**src/hdl/dc_ctl_regs.svh**
```systemverilog
`ifndef DC_CTL_REGS_SVH
`define DC_CTL_REGS_SVH
// ****************************************
// register offsets
// ****************************************
`define OFS_BW_LO 12'h930
`define OFS_BW_HI 12'h931
`define OFS_DEV_LO 12'h932
`define OFS_DEV_HI 12'h933
`define OFS_TD_DEPTH 12'h934
`define OFS_SP_DEPTH 12'h935
`define OFS_CYC_OWN 12'h980
`define OFS_SYNC_ACT 12'h981
`define OFS_START0 12'h990
`define OFS_START_LO_END 12'h993
`define OFS_START_HI_END 12'h997
// ****************************************
// fields and reset values
// ****************************************
`define BW_RST 16'h1000
`define BW_LIMIT_SUB 17'h0007f
`define DEPTH_RST 4'h0
`define CYC_OWN_RST 8'h00
`define CYC_OWN_MASK 8'h31
`define ACT_RST 8'h00
`define ACT_STORE_MASK 8'h7f
`define ACT_UNIT 0
`define ACT_EN0 1
`define ACT_EN1 2
`define ACT_AUTO 3
`define ACT_EXT 4
`define ACT_CHECK 5
`define ACT_NEAR 6
`define ACT_DEBUG 7
`define OWN_SYNC 0
`define OWN_LATCH0 4
`define OWN_LATCH1 5
// ****************************************
// near-future windows in ns
// ****************************************
`define NEAR_WIDE_NS 64'h8000_0000_0000_0000
`define NEAR_SHORT_NS 64'h0000_0000_8000_0000
`endif

```
**src/hdl/dc_ctl_pkg.sv**
```systemverilog
package dc_ctl_pkg;
   // side that owns a unit
   typedef enum logic {SIDE_NET, SIDE_HOST} side_t;
   typedef logic [7:0] byte_t;
endpackage

```
**src/hdl/dc_time_loop_sync_ctl.sv**
```systemverilog
`timescale 1ns/1ps
`include "dc_ctl_regs.svh"
// Behaviour
// - low fifteen bits of bandwidth register set the time-copy adjustment bandwidth.
// - any bandwidth write clears time difference and speed deviation.
// - deviation readout is 16-bit two's complement, bounded by bandwidth minus 0x7f.
// - time difference filter depth is 4 bits; a write clears time difference.
// - speed filter depth is 4 bits; a write resets speed counter filter.
// - loop registers writable from network; host only when host controls system time.
// - ownership bit 0 picks sync unit owner; only network writes this register.
// - ownership bit 4 picks latch 0 owner; forced host when host controls time.
// - ownership bit 5 picks latch 1 owner; latch interrupts go to owner.
// - activation bit 0 turns sync unit on; whole register resets to zero.
// - activation bits 1 and 2 enable first and second sync outputs.
// - with bit 3 set, writing start time sets the activation bit.
// - with bit 4 set, a 32-bit start time is extended to 64 bits.
// - bit 5 clear waits for start time; set fires at once if outside window.
// - bit 6 picks near window: half counter width, or about 2.1 seconds.
// - writing bit 7 emits one debug pulse on enabled outputs; reads zero.
// - activation register accepts writes only from the sync unit owner.
// - start time register holds system time in ns where cyclic operation begins.
module dc_time_loop_sync_ctl
   import dc_ctl_pkg::*;
(
   // clock and reset
   input wire logic SYS_CLK,
   input wire logic RST_N,
   // network side register port
   input wire logic [11:0] NET_ADDR,
   input wire logic [7:0] NET_WDATA,
   input wire logic NET_WR,
   input wire logic NET_RD,
   output logic [7:0] NET_RDATA,
   // host side register port
   input wire logic [11:0] HOST_ADDR,
   input wire logic [7:0] HOST_WDATA,
   input wire logic HOST_WR,
   input wire logic HOST_RD,
   output logic [7:0] HOST_RDATA,
   // time loop
   input wire logic SYS_TIME_HOST_CTL,
   input wire logic [63:0] SYS_TIME,
   input wire logic [15:0] SPEED_DEV_IN,
   output logic [14:0] BANDWIDTH,
   output logic [3:0] TDIFF_DEPTH,
   output logic [3:0] SPEED_DEPTH,
   output logic TDIFF_CLR,
   output logic SPEED_DIFF_CLR,
   output logic SPEED_FILT_CLR,
   // ownership and latch interrupt routing
   output logic SYNC_OWNER_HOST,
   output logic LATCH0_OWNER_HOST,
   output logic LATCH1_OWNER_HOST,
   input wire logic [1:0] LATCH_IRQ,
   output logic [1:0] LATCH_IRQ_NET,
   output logic [1:0] LATCH_IRQ_HOST,
   // sync output unit
   output logic SYNC_UNIT_ACTIVE,
   output logic [63:0] START_TIME,
   output logic FIRST_SYNC_PULSE,
   output logic SECOND_SYNC_PULSE
);
   // ****************************************
   // helpers
   // ****************************************
   // byte write hit on one offset
   function automatic logic hit(input logic wr, input logic [11:0] a, input logic [11:0] ofs);
      hit = wr && (a == ofs);
   endfunction

   // clamp deviation to +/-(bandwidth - 0x7f)
   function automatic logic [15:0] clamp(input logic [15:0] v, input logic [14:0] bw);
      logic signed [16:0] lim;
      logic signed [16:0] sv;
      lim = $signed({2'b00, bw} - `BW_LIMIT_SUB);
      sv = $signed({v[15], v});
      if (sv > lim) begin
         clamp = lim[15:0];
      end else if (sv < -lim) begin
         clamp = 16'((-lim));
      end else begin
         clamp = v;
      end
   endfunction

   // ****************************************
   // state
   // ****************************************
   logic [15:0] bw_r, bw_nxt;
   logic [15:0] dev_r, dev_nxt;
   logic [3:0] tdd_r, tdd_nxt;
   logic [3:0] spd_r, spd_nxt;
   logic [7:0] own_r, own_nxt;
   logic [7:0] act_r, act_nxt;
   logic [63:0] start_r, start_nxt;
   logic pend_r, pend_nxt;
   logic tclr_r, tclr_nxt, dclr_r, dclr_nxt, fclr_r, fclr_nxt;
   logic p0_r, p0_nxt, p1_r, p1_nxt;
   logic [7:0] nrd_r, nrd_nxt, hrd_r, hrd_nxt;
   side_t sync_owner;
   logic host_loop_ok, own_wr, outside, fire, dbg, start_done;
   logic [11:0] own_addr;
   logic [7:0] own_data;
   logic [63:0] ahead;
   // ****************************************
   // owner selection and plausibility
   // ****************************************
   always_comb begin
      sync_owner = own_r[`OWN_SYNC] ? SIDE_HOST : SIDE_NET;
      host_loop_ok = HOST_WR && SYS_TIME_HOST_CTL;
      // only the owner reaches activation and start time
      own_wr = (sync_owner == SIDE_HOST) ? HOST_WR : NET_WR;
      own_addr = (sync_owner == SIDE_HOST) ? HOST_ADDR : NET_ADDR;
      own_data = (sync_owner == SIDE_HOST) ? HOST_WDATA : NET_WDATA;
      ahead = start_r - SYS_TIME;
      // window choice
      outside = ahead >= (act_r[`ACT_NEAR] ? `NEAR_SHORT_NS : `NEAR_WIDE_NS);
      // reached, or early fire on implausible start
      fire = pend_r && (ahead[63] || ahead == 64'h0 || (act_r[`ACT_CHECK] && outside));
      dbg = hit(own_wr, own_addr, `OFS_SYNC_ACT) && own_data[`ACT_DEBUG];
      start_done = !act_r[`ACT_UNIT] && (hit(own_wr, own_addr, `OFS_START_HI_END) ||
         (act_r[`ACT_EXT] && hit(own_wr, own_addr, `OFS_START_LO_END)));
   end

   // ****************************************
   // register next values
   // ****************************************
   always_comb begin
      bw_nxt = bw_r;
      tdd_nxt = tdd_r;
      spd_nxt = spd_r;
      own_nxt = own_r;
      act_nxt = act_r;
      start_nxt = start_r;
      tclr_nxt = 1'b0;
      dclr_nxt = 1'b0;
      fclr_nxt = 1'b0;
      // host writes to loop registers first; network overrides
      if (hit(host_loop_ok, HOST_ADDR, `OFS_BW_LO)) begin
         bw_nxt[7:0] = HOST_WDATA;
      end
      if (hit(host_loop_ok, HOST_ADDR, `OFS_BW_HI)) begin
         bw_nxt[14:8] = HOST_WDATA[6:0];
      end
      if (hit(host_loop_ok, HOST_ADDR, `OFS_TD_DEPTH)) begin
         tdd_nxt = HOST_WDATA[3:0];
      end
      if (hit(host_loop_ok, HOST_ADDR, `OFS_SP_DEPTH)) begin
         spd_nxt = HOST_WDATA[3:0];
      end
      if (hit(NET_WR, NET_ADDR, `OFS_BW_LO)) begin
         bw_nxt[7:0] = NET_WDATA;
      end
      if (hit(NET_WR, NET_ADDR, `OFS_BW_HI)) begin
         bw_nxt[15:8] = NET_WDATA;
      end
      if (hit(NET_WR, NET_ADDR, `OFS_TD_DEPTH)) begin
         tdd_nxt = NET_WDATA[3:0];
      end
      if (hit(NET_WR, NET_ADDR, `OFS_SP_DEPTH)) begin
         spd_nxt = NET_WDATA[3:0];
      end
      // side effects of loop writes
      if (hit(NET_WR, NET_ADDR, `OFS_BW_LO) || hit(NET_WR, NET_ADDR, `OFS_BW_HI) ||
          hit(host_loop_ok, HOST_ADDR, `OFS_BW_LO) || hit(host_loop_ok, HOST_ADDR, `OFS_BW_HI)) begin
         tclr_nxt = 1'b1;
         dclr_nxt = 1'b1;
      end
      if (hit(NET_WR, NET_ADDR, `OFS_TD_DEPTH) || hit(host_loop_ok, HOST_ADDR, `OFS_TD_DEPTH)) begin
         tclr_nxt = 1'b1;
      end
      if (hit(NET_WR, NET_ADDR, `OFS_SP_DEPTH) || hit(host_loop_ok, HOST_ADDR, `OFS_SP_DEPTH)) begin
         fclr_nxt = 1'b1;
      end
      // ownership, network only
      if (hit(NET_WR, NET_ADDR, `OFS_CYC_OWN)) begin
         own_nxt = NET_WDATA & `CYC_OWN_MASK;
      end
      if (SYS_TIME_HOST_CTL) begin
         own_nxt[`OWN_LATCH0] = 1'b1;
      end
      // activation, bit 7 never stored
      if (hit(own_wr, own_addr, `OFS_SYNC_ACT)) begin
         act_nxt = own_data & `ACT_STORE_MASK;
      end
      // start time bytes, locked while active
      for (int i = 0; i < 8; i++) begin
         if (!act_r[`ACT_UNIT] && hit(own_wr, own_addr, 12'(`OFS_START0 + i))) begin
            start_nxt[i*8 +: 8] = own_data;
         end
      end
      // 32-bit write extended to the next future 64-bit time
      if (!act_r[`ACT_UNIT] && act_r[`ACT_EXT] && hit(own_wr, own_addr, `OFS_START_LO_END)) begin
         start_nxt[63:32] = ({own_data, start_r[23:0]} < SYS_TIME[31:0]) ?
            SYS_TIME[63:32] + 32'h1 : SYS_TIME[63:32];
      end
      if (start_done && act_r[`ACT_AUTO]) begin
         act_nxt[`ACT_UNIT] = 1'b1;
      end
   end

   // ****************************************
   // pulse generation next values
   // ****************************************
   always_comb begin
      pend_nxt = pend_r;
      if (!act_r[`ACT_UNIT]) begin
         pend_nxt = 1'b1; // armed until first pulse
      end else if (fire) begin
         pend_nxt = 1'b0;
      end
      // enables gate both start and debug pulses
      p0_nxt = ((act_r[`ACT_UNIT] && fire) || dbg) && act_r[`ACT_EN0];
      p1_nxt = ((act_r[`ACT_UNIT] && fire) || dbg) && act_r[`ACT_EN1];
      // clamped deviation readout
      dev_nxt = clamp(SPEED_DEV_IN, bw_r[14:0]);
      if (dclr_nxt) begin
         dev_nxt = 16'h0000;
      end
   end

   // ****************************************
   // read data
   // ****************************************
   function automatic logic [7:0] rd(input logic [11:0] a);
      case (a)
         `OFS_BW_LO: rd = bw_r[7:0];
         `OFS_BW_HI: rd = bw_r[15:8];
         `OFS_DEV_LO: rd = dev_r[7:0];
         `OFS_DEV_HI: rd = dev_r[15:8];
         `OFS_TD_DEPTH: rd = {4'h0, tdd_r};
         `OFS_SP_DEPTH: rd = {4'h0, spd_r};
         `OFS_CYC_OWN: rd = own_r;
         `OFS_SYNC_ACT: rd = act_r; // bit 7 reads zero
         default: rd = 8'h00;
      endcase
   endfunction

   always_comb begin
      nrd_nxt = NET_RD ? rd(NET_ADDR) : nrd_r;
      hrd_nxt = HOST_RD ? rd(HOST_ADDR) : hrd_r;
   end

   // ****************************************
   // registers
   // ****************************************
   always_ff @(posedge SYS_CLK) begin
      if (!RST_N) begin
         bw_r <= `BW_RST;
         dev_r <= 16'h0000;
         tdd_r <= `DEPTH_RST;
         spd_r <= `DEPTH_RST;
         own_r <= `CYC_OWN_RST;
         act_r <= `ACT_RST;
         start_r <= 64'h0;
         pend_r <= 1'b1;
         tclr_r <= 1'b0;
         dclr_r <= 1'b0;
         fclr_r <= 1'b0;
         p0_r <= 1'b0;
         p1_r <= 1'b0;
         nrd_r <= 8'h00;
         hrd_r <= 8'h00;
      end else begin
         bw_r <= bw_nxt;
         dev_r <= dev_nxt;
         tdd_r <= tdd_nxt;
         spd_r <= spd_nxt;
         own_r <= own_nxt;
         act_r <= act_nxt;
         start_r <= start_nxt;
         pend_r <= pend_nxt;
         tclr_r <= tclr_nxt;
         dclr_r <= dclr_nxt;
         fclr_r <= fclr_nxt;
         p0_r <= p0_nxt;
         p1_r <= p1_nxt;
         nrd_r <= nrd_nxt;
         hrd_r <= hrd_nxt;
      end
   end
   // ****************************************
   // outputs
   // ****************************************
   assign NET_RDATA = nrd_r;
   assign HOST_RDATA = hrd_r;
   assign BANDWIDTH = bw_r[14:0];
   assign TDIFF_DEPTH = tdd_r;
   assign SPEED_DEPTH = spd_r;
   assign TDIFF_CLR = tclr_r;
   assign SPEED_DIFF_CLR = dclr_r;
   assign SPEED_FILT_CLR = fclr_r;
   assign SYNC_OWNER_HOST = own_r[`OWN_SYNC];
   assign LATCH0_OWNER_HOST = own_r[`OWN_LATCH0];
   assign LATCH1_OWNER_HOST = own_r[`OWN_LATCH1];
   // interrupt to the owning side
   assign LATCH_IRQ_HOST = LATCH_IRQ & {own_r[`OWN_LATCH1], own_r[`OWN_LATCH0]};
   assign LATCH_IRQ_NET = LATCH_IRQ & ~{own_r[`OWN_LATCH1], own_r[`OWN_LATCH0]};
   assign SYNC_UNIT_ACTIVE = act_r[`ACT_UNIT];
   assign START_TIME = start_r;
   assign FIRST_SYNC_PULSE = p0_r;
   assign SECOND_SYNC_PULSE = p1_r;
endmodule

```
**config.mk**
```make
export PLATFORM = sky130hd
export DESIGN_NAME = dc_time_loop_sync_ctl
export DESIGN_NICKNAME = d
export VERILOG_FILES = /design/src/hdl/dc_ctl_pkg.sv /design/src/hdl/dc_time_loop_sync_ctl.sv
export VERILOG_INCLUDE_DIRS = /design/src /design/src/hdl
export SDC_FILE = /design/constraint.sdc
export NUM_CORES = 1
export LEC_CHECK = 0
export BUFFER_PORTS_ARGS = -buffer_cell sky130_fd_sc_hd__buf_4
export CAP_MARGIN = 20
export CORE_ASPECT_RATIO = 2
export CORE_MARGIN = 5
export CORE_UTILIZATION = 50
export CTS_BUF_LIST = sky130_fd_sc_hd__clkbuf_4 sky130_fd_sc_hd__clkbuf_8 sky130_fd_sc_hd__clkbuf_16
export CTS_CLUSTER_DIAMETER = 200
export DETAILED_ROUTE_END_ITERATION = 8
export PLACE_DENSITY = 0.79
export SLEW_MARGIN = 40
export SYNTH_ARGS = -nofsm -noshare
export SYNTH_HDL_FRONTEND = slang
export SYNTH_SLANG_ARGS = --single-unit
```
**constraint.sdc**
```tcl
create_clock -name SYS_CLK -period 4.5 [get_ports SYS_CLK]
set_clock_uncertainty 0.05 [all_clocks]
set_input_delay 0.45 -clock SYS_CLK [delete_from_list [all_inputs] [get_ports SYS_CLK]]
set_output_delay 0.45 -clock SYS_CLK [all_outputs]
set_load 0.02 [all_outputs]
```
* Word-level counts from Yosys, hierarchy flattened *
Index checks and enable logic that the tools add are counted.

word-level totals
  register bits after elaboration = 136
  input bits = 129
  logic and storage cells = 154

operators by class
  add/sub/neg operators = 4
  $lt $le $gt $ge = 4
  eq/ne operators = 25
  multiplexer cells = 30
  bitwise operators = 4
  reduce and logical (&&, ||, !) cells = 61

operator list
  cell                                                                   count
  12-bit equality test (second input constant)                           25
  8-bit case mux with 8 select lines                                     2
  64-bit greater-or-equal comparator                                     1
  64-bit zero test                                                       1
  32-bit two-way mux                                                     2
  64-bit two-way mux                                                     1
  64-bit subtractor                                                      1
  8-bit two-way mux                                                      7
  1-bit logical AND                                                      38
  32-bit by 1-bit adder with 32-bit output (second input constant)       1
  32-bit less-than comparator                                            1
  16-bit two-way mux                                                     2
  2-bit nonzero test                                                     10
  16-bit by 17-bit less-than comparator with 1-bit output                1
  16-bit negator with 17-bit output                                      1
  16-bit greater-than comparator                                         1
  4-bit two-way mux                                                      4
  15-bit by 7-bit subtractor with 16-bit output (second input constant)  1
  7-bit two-way mux                                                      2
  12-bit two-way mux                                                     1
  1-bit logical OR                                                       9
  1-bit two-way mux                                                      8
  5-bit two-way mux                                                      1
  2-bit AND                                                              2
  5 further kinds                                                        5

* Logic depth before layout (Yosys ltp) *
  depth after elaboration = 9
  mapped depth = 23

* Worst setup path after synthesis *
OpenSTA, ideal clock, no wires.

  path type = register -> register
  from = reg bw_r[2]
  to = reg dev_r[2]
  setup time = 126 ps
  data arrival time = 4575 ps
  data required time = 4324 ps
  setup slack = -251 ps
  stages on the path, launching flop included = 22
  buffers on the path = 3
  path through = dfxtp_1 -> buf_2 -> and3_1 -> xnor2_1 -> nand2_1 -> nor2_1 -> nand2_1 -> nor2_1 -> nand3_1 -> nor3_1 -> nand3_1 -> xnor2_1 -> ha_1 -> and3_1 -> and2_1 -> o21ai_0 -> and2_1 -> clkbuf_1 -> clkbuf_1 -> nor2_1 -> a32oi_1 -> a21oi_1

on the way
  cells in the longest elaborated chain, start to end = 5
  elaborated cells on any way between the ends = 6
  those cells by class = add/sub (2); order compare (2); mux (2)

RTL lines
  element                                                    RTL line                      RTL
  start, declared                                            dc_time_loop_sync_ctl.sv:89   logic [15:0] bw_r, bw_nxt;
  start signal, assigned                                     dc_time_loop_sync_ctl.sv:249  bw_r <= `BW_RST;
  start signal, assigned                                     dc_time_loop_sync_ctl.sv:265  bw_r <= bw_nxt;
  15-bit by 7-bit subtractor with 16-bit output (no line) *  -
  16-bit negator with 17-bit output                          dc_time_loop_sync_ctl.sv:80   clamp = 16'((-lim));
  16-bit by 17-bit less-than comparator with 1-bit output    dc_time_loop_sync_ctl.sv:79   end else if (sv < -lim) begin
  16-bit two-way mux                                         dc_time_loop_sync_ctl.sv:79
  16-bit two-way mux *                                       dc_time_loop_sync_ctl.sv:77   if (sv > lim) begin
  end signal, assigned                                       dc_time_loop_sync_ctl.sv:266  dev_r <= dev_nxt;
  end, declared                                              dc_time_loop_sync_ctl.sv:90   logic [15:0] dev_r, dev_nxt;

Every way passes the cells marked *; elsewhere a longest branch is shown, timed or not.
A chain may end at the register's enable or synchronous reset.

* Final worst setup path *
  from = reg start_r[15], in the netlist START_TIME[15]
  to = reg p1_r, in the netlist SECOND_SYNC_PULSE

on the way
  cells in the longest elaborated chain, start to end = 8
  elaborated cells on any way between the ends = 10
  those cells by class = add/sub (1); order compare (1); reduce/logical (8)

RTL lines
  element                                                                 RTL line                                                    RTL
  start, declared                                                         dc_time_loop_sync_ctl.sv:95                                 logic [63:0] start_r, start_nxt;
  start signal, assigned                                                  dc_time_loop_sync_ctl.sv:271                                start_r <= start_nxt;
  64-bit subtractor *                                                     dc_time_loop_sync_ctl.sv:115                                ahead = start_r - SYS_TIME;
  64-bit greater-or-equal comparator or 64-bit zero test (tied branches)  dc_time_loop_sync_ctl.sv:117, dc_time_loop_sync_ctl.sv:119
  1-bit logical AND or 1-bit logical OR (tied branches)                   dc_time_loop_sync_ctl.sv:119                                fire = pend_r && (ahead[63] || ahead == 64'h0 || (act_r[`ACT_CHECK] && outside));
  1-bit logical OR *                                                      dc_time_loop_sync_ctl.sv:119
  1-bit logical AND *                                                     dc_time_loop_sync_ctl.sv:119
  1-bit logical AND *                                                     dc_time_loop_sync_ctl.sv:214                                p1_nxt = ((act_r[`ACT_UNIT] && fire) || dbg) && act_r[`ACT_EN1];
  1-bit logical OR *                                                      dc_time_loop_sync_ctl.sv:214
  1-bit logical AND *                                                     dc_time_loop_sync_ctl.sv:214
  end signal, assigned                                                    dc_time_loop_sync_ctl.sv:277                                p1_r <= p1_nxt;
  end, declared                                                           dc_time_loop_sync_ctl.sv:98                                 logic p0_r, p0_nxt, p1_r, p1_nxt;

Marks and branches as above.

==> reports/qor.txt <==
Clock Pin Slew Worst Setup and Hold Paths = 0.06 ns
DRT iter0 DRCs = 1802
Vias/cell = 6.395
Crit path kind = reg2reg
Worst Setup End Kind = flip-flop
Die Height = 244.4 um
# diodes = 0
Post-DRT Antenna Nets = 0
Pins over their slew limit = 0
Synth-to-Final Area Change = 26.01%
Hold crit path type = in2reg
Mapped Area = 13730 sq um
Worst R2R End = SECOND_SYNC_PULSE
Crit start category = flip-flop
Worst hold endpoint = bw_r[15]
Detailed placer's ending HPWL = 46120 um
Seq/Total Area, Yosys = 19.83%
Power Dens Cells = 193.0 nW/um^2
Critical Path RT = 4.77 ns
CTS root buf = clkbuf_16
Clock Latency Late Sink = 0.44 ns
WL final = 57670 um
Total GRT Usage = 35.47%
Final period util = 94.54%
Reg-to-reg critical path startpoint = START_TIME[15]
Remaining DRCs = 0
Io pins = 245
Final hold slack = 0.2426 ns
Syn Nets = 2104
GPL Wtd Cong = 1.055
Final setup margin = 0.2457 ns
Final min period = 4.254 ns
Post-cts hold buffer count = 0
Final Net Count = 2389
Die area = 31080 sq um
Largest fanout on the critical path = 9
Yosys top cell area share = 19.83%
Setup TNS = 0 ns
Largest net degree at the start of global routing = 49
Cells on worst reg2reg path = 18
TritonCTS Sinks = 136
Initial core utilization = 50.25%
Rel. slew slack = 50.61%
PortBufs = 244
Fin util = 63.32%
Avg Synthesized Cell Area = 7.356 sq um
First-pass GRT wire length = 86760 um
First-pass DRT Iterations = 8
Achievable Freq = 235.1 MHz
Tightest Pin Transition = 0.7387 ns
Hold depth = 3
Worst-case clock buffer depth = 2
Worst path most repeated cell = buf_4
Mapped Cells = 1867
Pre-CTS WS = -0.02027 ns
Crit-path slowest cell = or4_1
WP data arrival = 4.52 ns
Layout cell share with drive strength beyond 1 = 22.74%
Synth area leaders = dfxtp_1, ha_1, nor2_1
Core box area = 27330 sq um
Initial antenna violation count = 0
YS warnings = 0
Fin. Hold Viols = 0
Largest area contributor in the netlist = dfxtp_1
H-tree Lvls = 4
CP bufs+invs = 4
Number of synthesized register bits = 136
Maximum VDD drop = 0.2582 mV
Max cap viols = 0
Setup-failing EPs final = 0
Site Rows = 86
EDFF count, synth = 0
Outcome = finished clean
CTS buffer count = 17
Vias in the first global route = 15340
Dominant synthesized flop cell = dfxtp_1
Leakage = 7.780 nW
CP Cell Sequence = ha_1 -> nand2_1 -> or4_1 -> a21oi_1 -> o311ai_1 -> buf_4 -> a21oi_1 -> buf_4 -> o21ai_0 -> buf_4 -> o21ai_0 -> xor2_1 -> nor4_1 -> buf_4 -> and4_1 -> o211ai_2 -> a32oi_1 -> nor2_1
Most common cell in the netlist = nor2_1
Post-synthesis async set-or-reset flop share = 0%
DR vias = 16090
Wire length per cell = 22.92 um
TritonCTS clock tree = yes
Die X = 127.2 um
Reg2Reg Setup Slack = 0.25 ns
Largest stage delay on the critical path = 0.53 ns
Top cells by count, synth = nor2_1, nand2_1, a21oi_1, dfxtp_1, inv_1
Synth unique cells = 89
Worst hold start = NET_WDATA[7]
GR Overflow Total = 0
CP top delay family = simple AND/OR/NAND/NOR gates
-- area by class of cell --
type,count,area [sq um]
clock buffer,20,460.4
inverter,114,427.9
multi-input combinational,1496,10170
clock inverter,11,136.4
timing repair buffer,387,2948
sequential,136,2725
tap,352,440.4
fill,2523,10030
-- routing by layer --
layer,share of wire (%),track usage (%),wire length [um]
met2,45,55.76,25870
met3,10,6.689,5792
met1,39,45.39,22250
met5,0,0,0
met4,6.5,19.58,3753
-- through the flow --
| step | area [sq um] | total power [mW] | instances |
|---|---|---|---|
| after floorplan | 13740 | 1.582 | 1867 |
| after global placement | 16530 | 1.870 | 2479 |
| after detailed placement | 16530 | 1.872 | 2479 |
| after CTS | 17130 | 3.311 | 2510 |
| after global routing | 17310 | 3.437 | 2516 |
| final | 17310 | 3.340 | 2516 |
-- layout by cell type (no fill, tap or decap), drive strengths merged, types with 10 or more instances in the layout --
master,synthesis,final
buf,43,386
and3,26,26
xor2,20,20
o21a,32,32
a211oi,92,92
clkbuf,78,21
mux2i,70,70
nor2,216,216
dfxtp,136,136
nor2b,37,37
o21ai,82,82
or3,10,10
xnor2,60,60
nand4,44,44
a31oi,20,20
nand2,157,157
inv,114,119
o22ai,16,16
o211a,20,20
nor3,28,28
and2,14,14
o211ai,18,18
or2,10,10
nor4,13,13
a21oi,152,152
o22a,11,11
a21o,23,23
ha,107,107
nand3,55,55
-- worst reg2reg max path, cell delays in order (launching register included) --
cell and delay (ns):
dfxtp_1 0.33, ha_1 0.45, nand2_1 0.22, or4_1 0.53, a21oi_1 0.26, o311ai_1 0.13, buf_4 0.20, a21oi_1 0.15
buf_4 0.16, o21ai_0 0.09, buf_4 0.16, o21ai_0 0.21, xor2_1 0.14, nor4_1 0.26, buf_4 0.19, and4_1 0.19
o211ai_2 0.10, a32oi_1 0.26, nor2_1 0.07
-- how the worst max path moves through the flow --
| stage | startpoint | endpoint | cells after the start |
|---|---|---|---|
| 2_1_floorplan | own_r[0] | START_TIME[54] | 18 |
| 3_3_place_gp | SYS_TIME[0] | FIRST_SYNC_PULSE | 16 |
| 3_5_place_dp | SYS_TIME[0] | SECOND_SYNC_PULSE | 16 |
| 4_1_cts | START_TIME[0] | SECOND_SYNC_PULSE | 16 |
| 5_1_grt | bw_r[0] | dev_r[7] | 20 |
| 6_report | START_TIME[15] | SECOND_SYNC_PULSE | 18 |
-- report_power, final --
part	switching (mW)	leakage, nW	internal (mW)
clock	0.606	0.293	0.860
combinational	0.374	6.39	0.272
sequential	0.0110	1.10	1.22
total	0.992	7.78	2.35
-- cell families after synthesis --
family | count (synthesis) | synth area share [%]
AND/OR/NAND/NOR | 651 | 22.68
multiplexers | 84 | 6.906
flip-flops | 136 | 19.83
XOR/XNOR | 80 | 5.102
AO/OA/AOI/OAI | 573 | 28.55
adder cells (fa/ha/maj) | 108 | 9.894
buffers and inverters | 235 | 7.043
-- registers in the layout, summed over array words and instances, names as in the netlist --
signal	count
SPEED_DEPTH	4
NET_RDATA	8
act_r	7
TDIFF_DEPTH	4
SPEED_DIFF_CLR	1
FIRST_SYNC_PULSE	1
dev_r	16
SECOND_SYNC_PULSE	1
bw_r	16
own_r	3
TDIFF_CLR	1
START_TIME	64
SPEED_FILT_CLR	1
HOST_RDATA	8
pend_r	1
-- what timing repair did --
item                       in CTS  in global routing
buffers inserted                0                  5
setup endpoints to repair       0                 19
gates resized for setup         0                 29
Note: power is estimated with default switching activity, not from simulation.
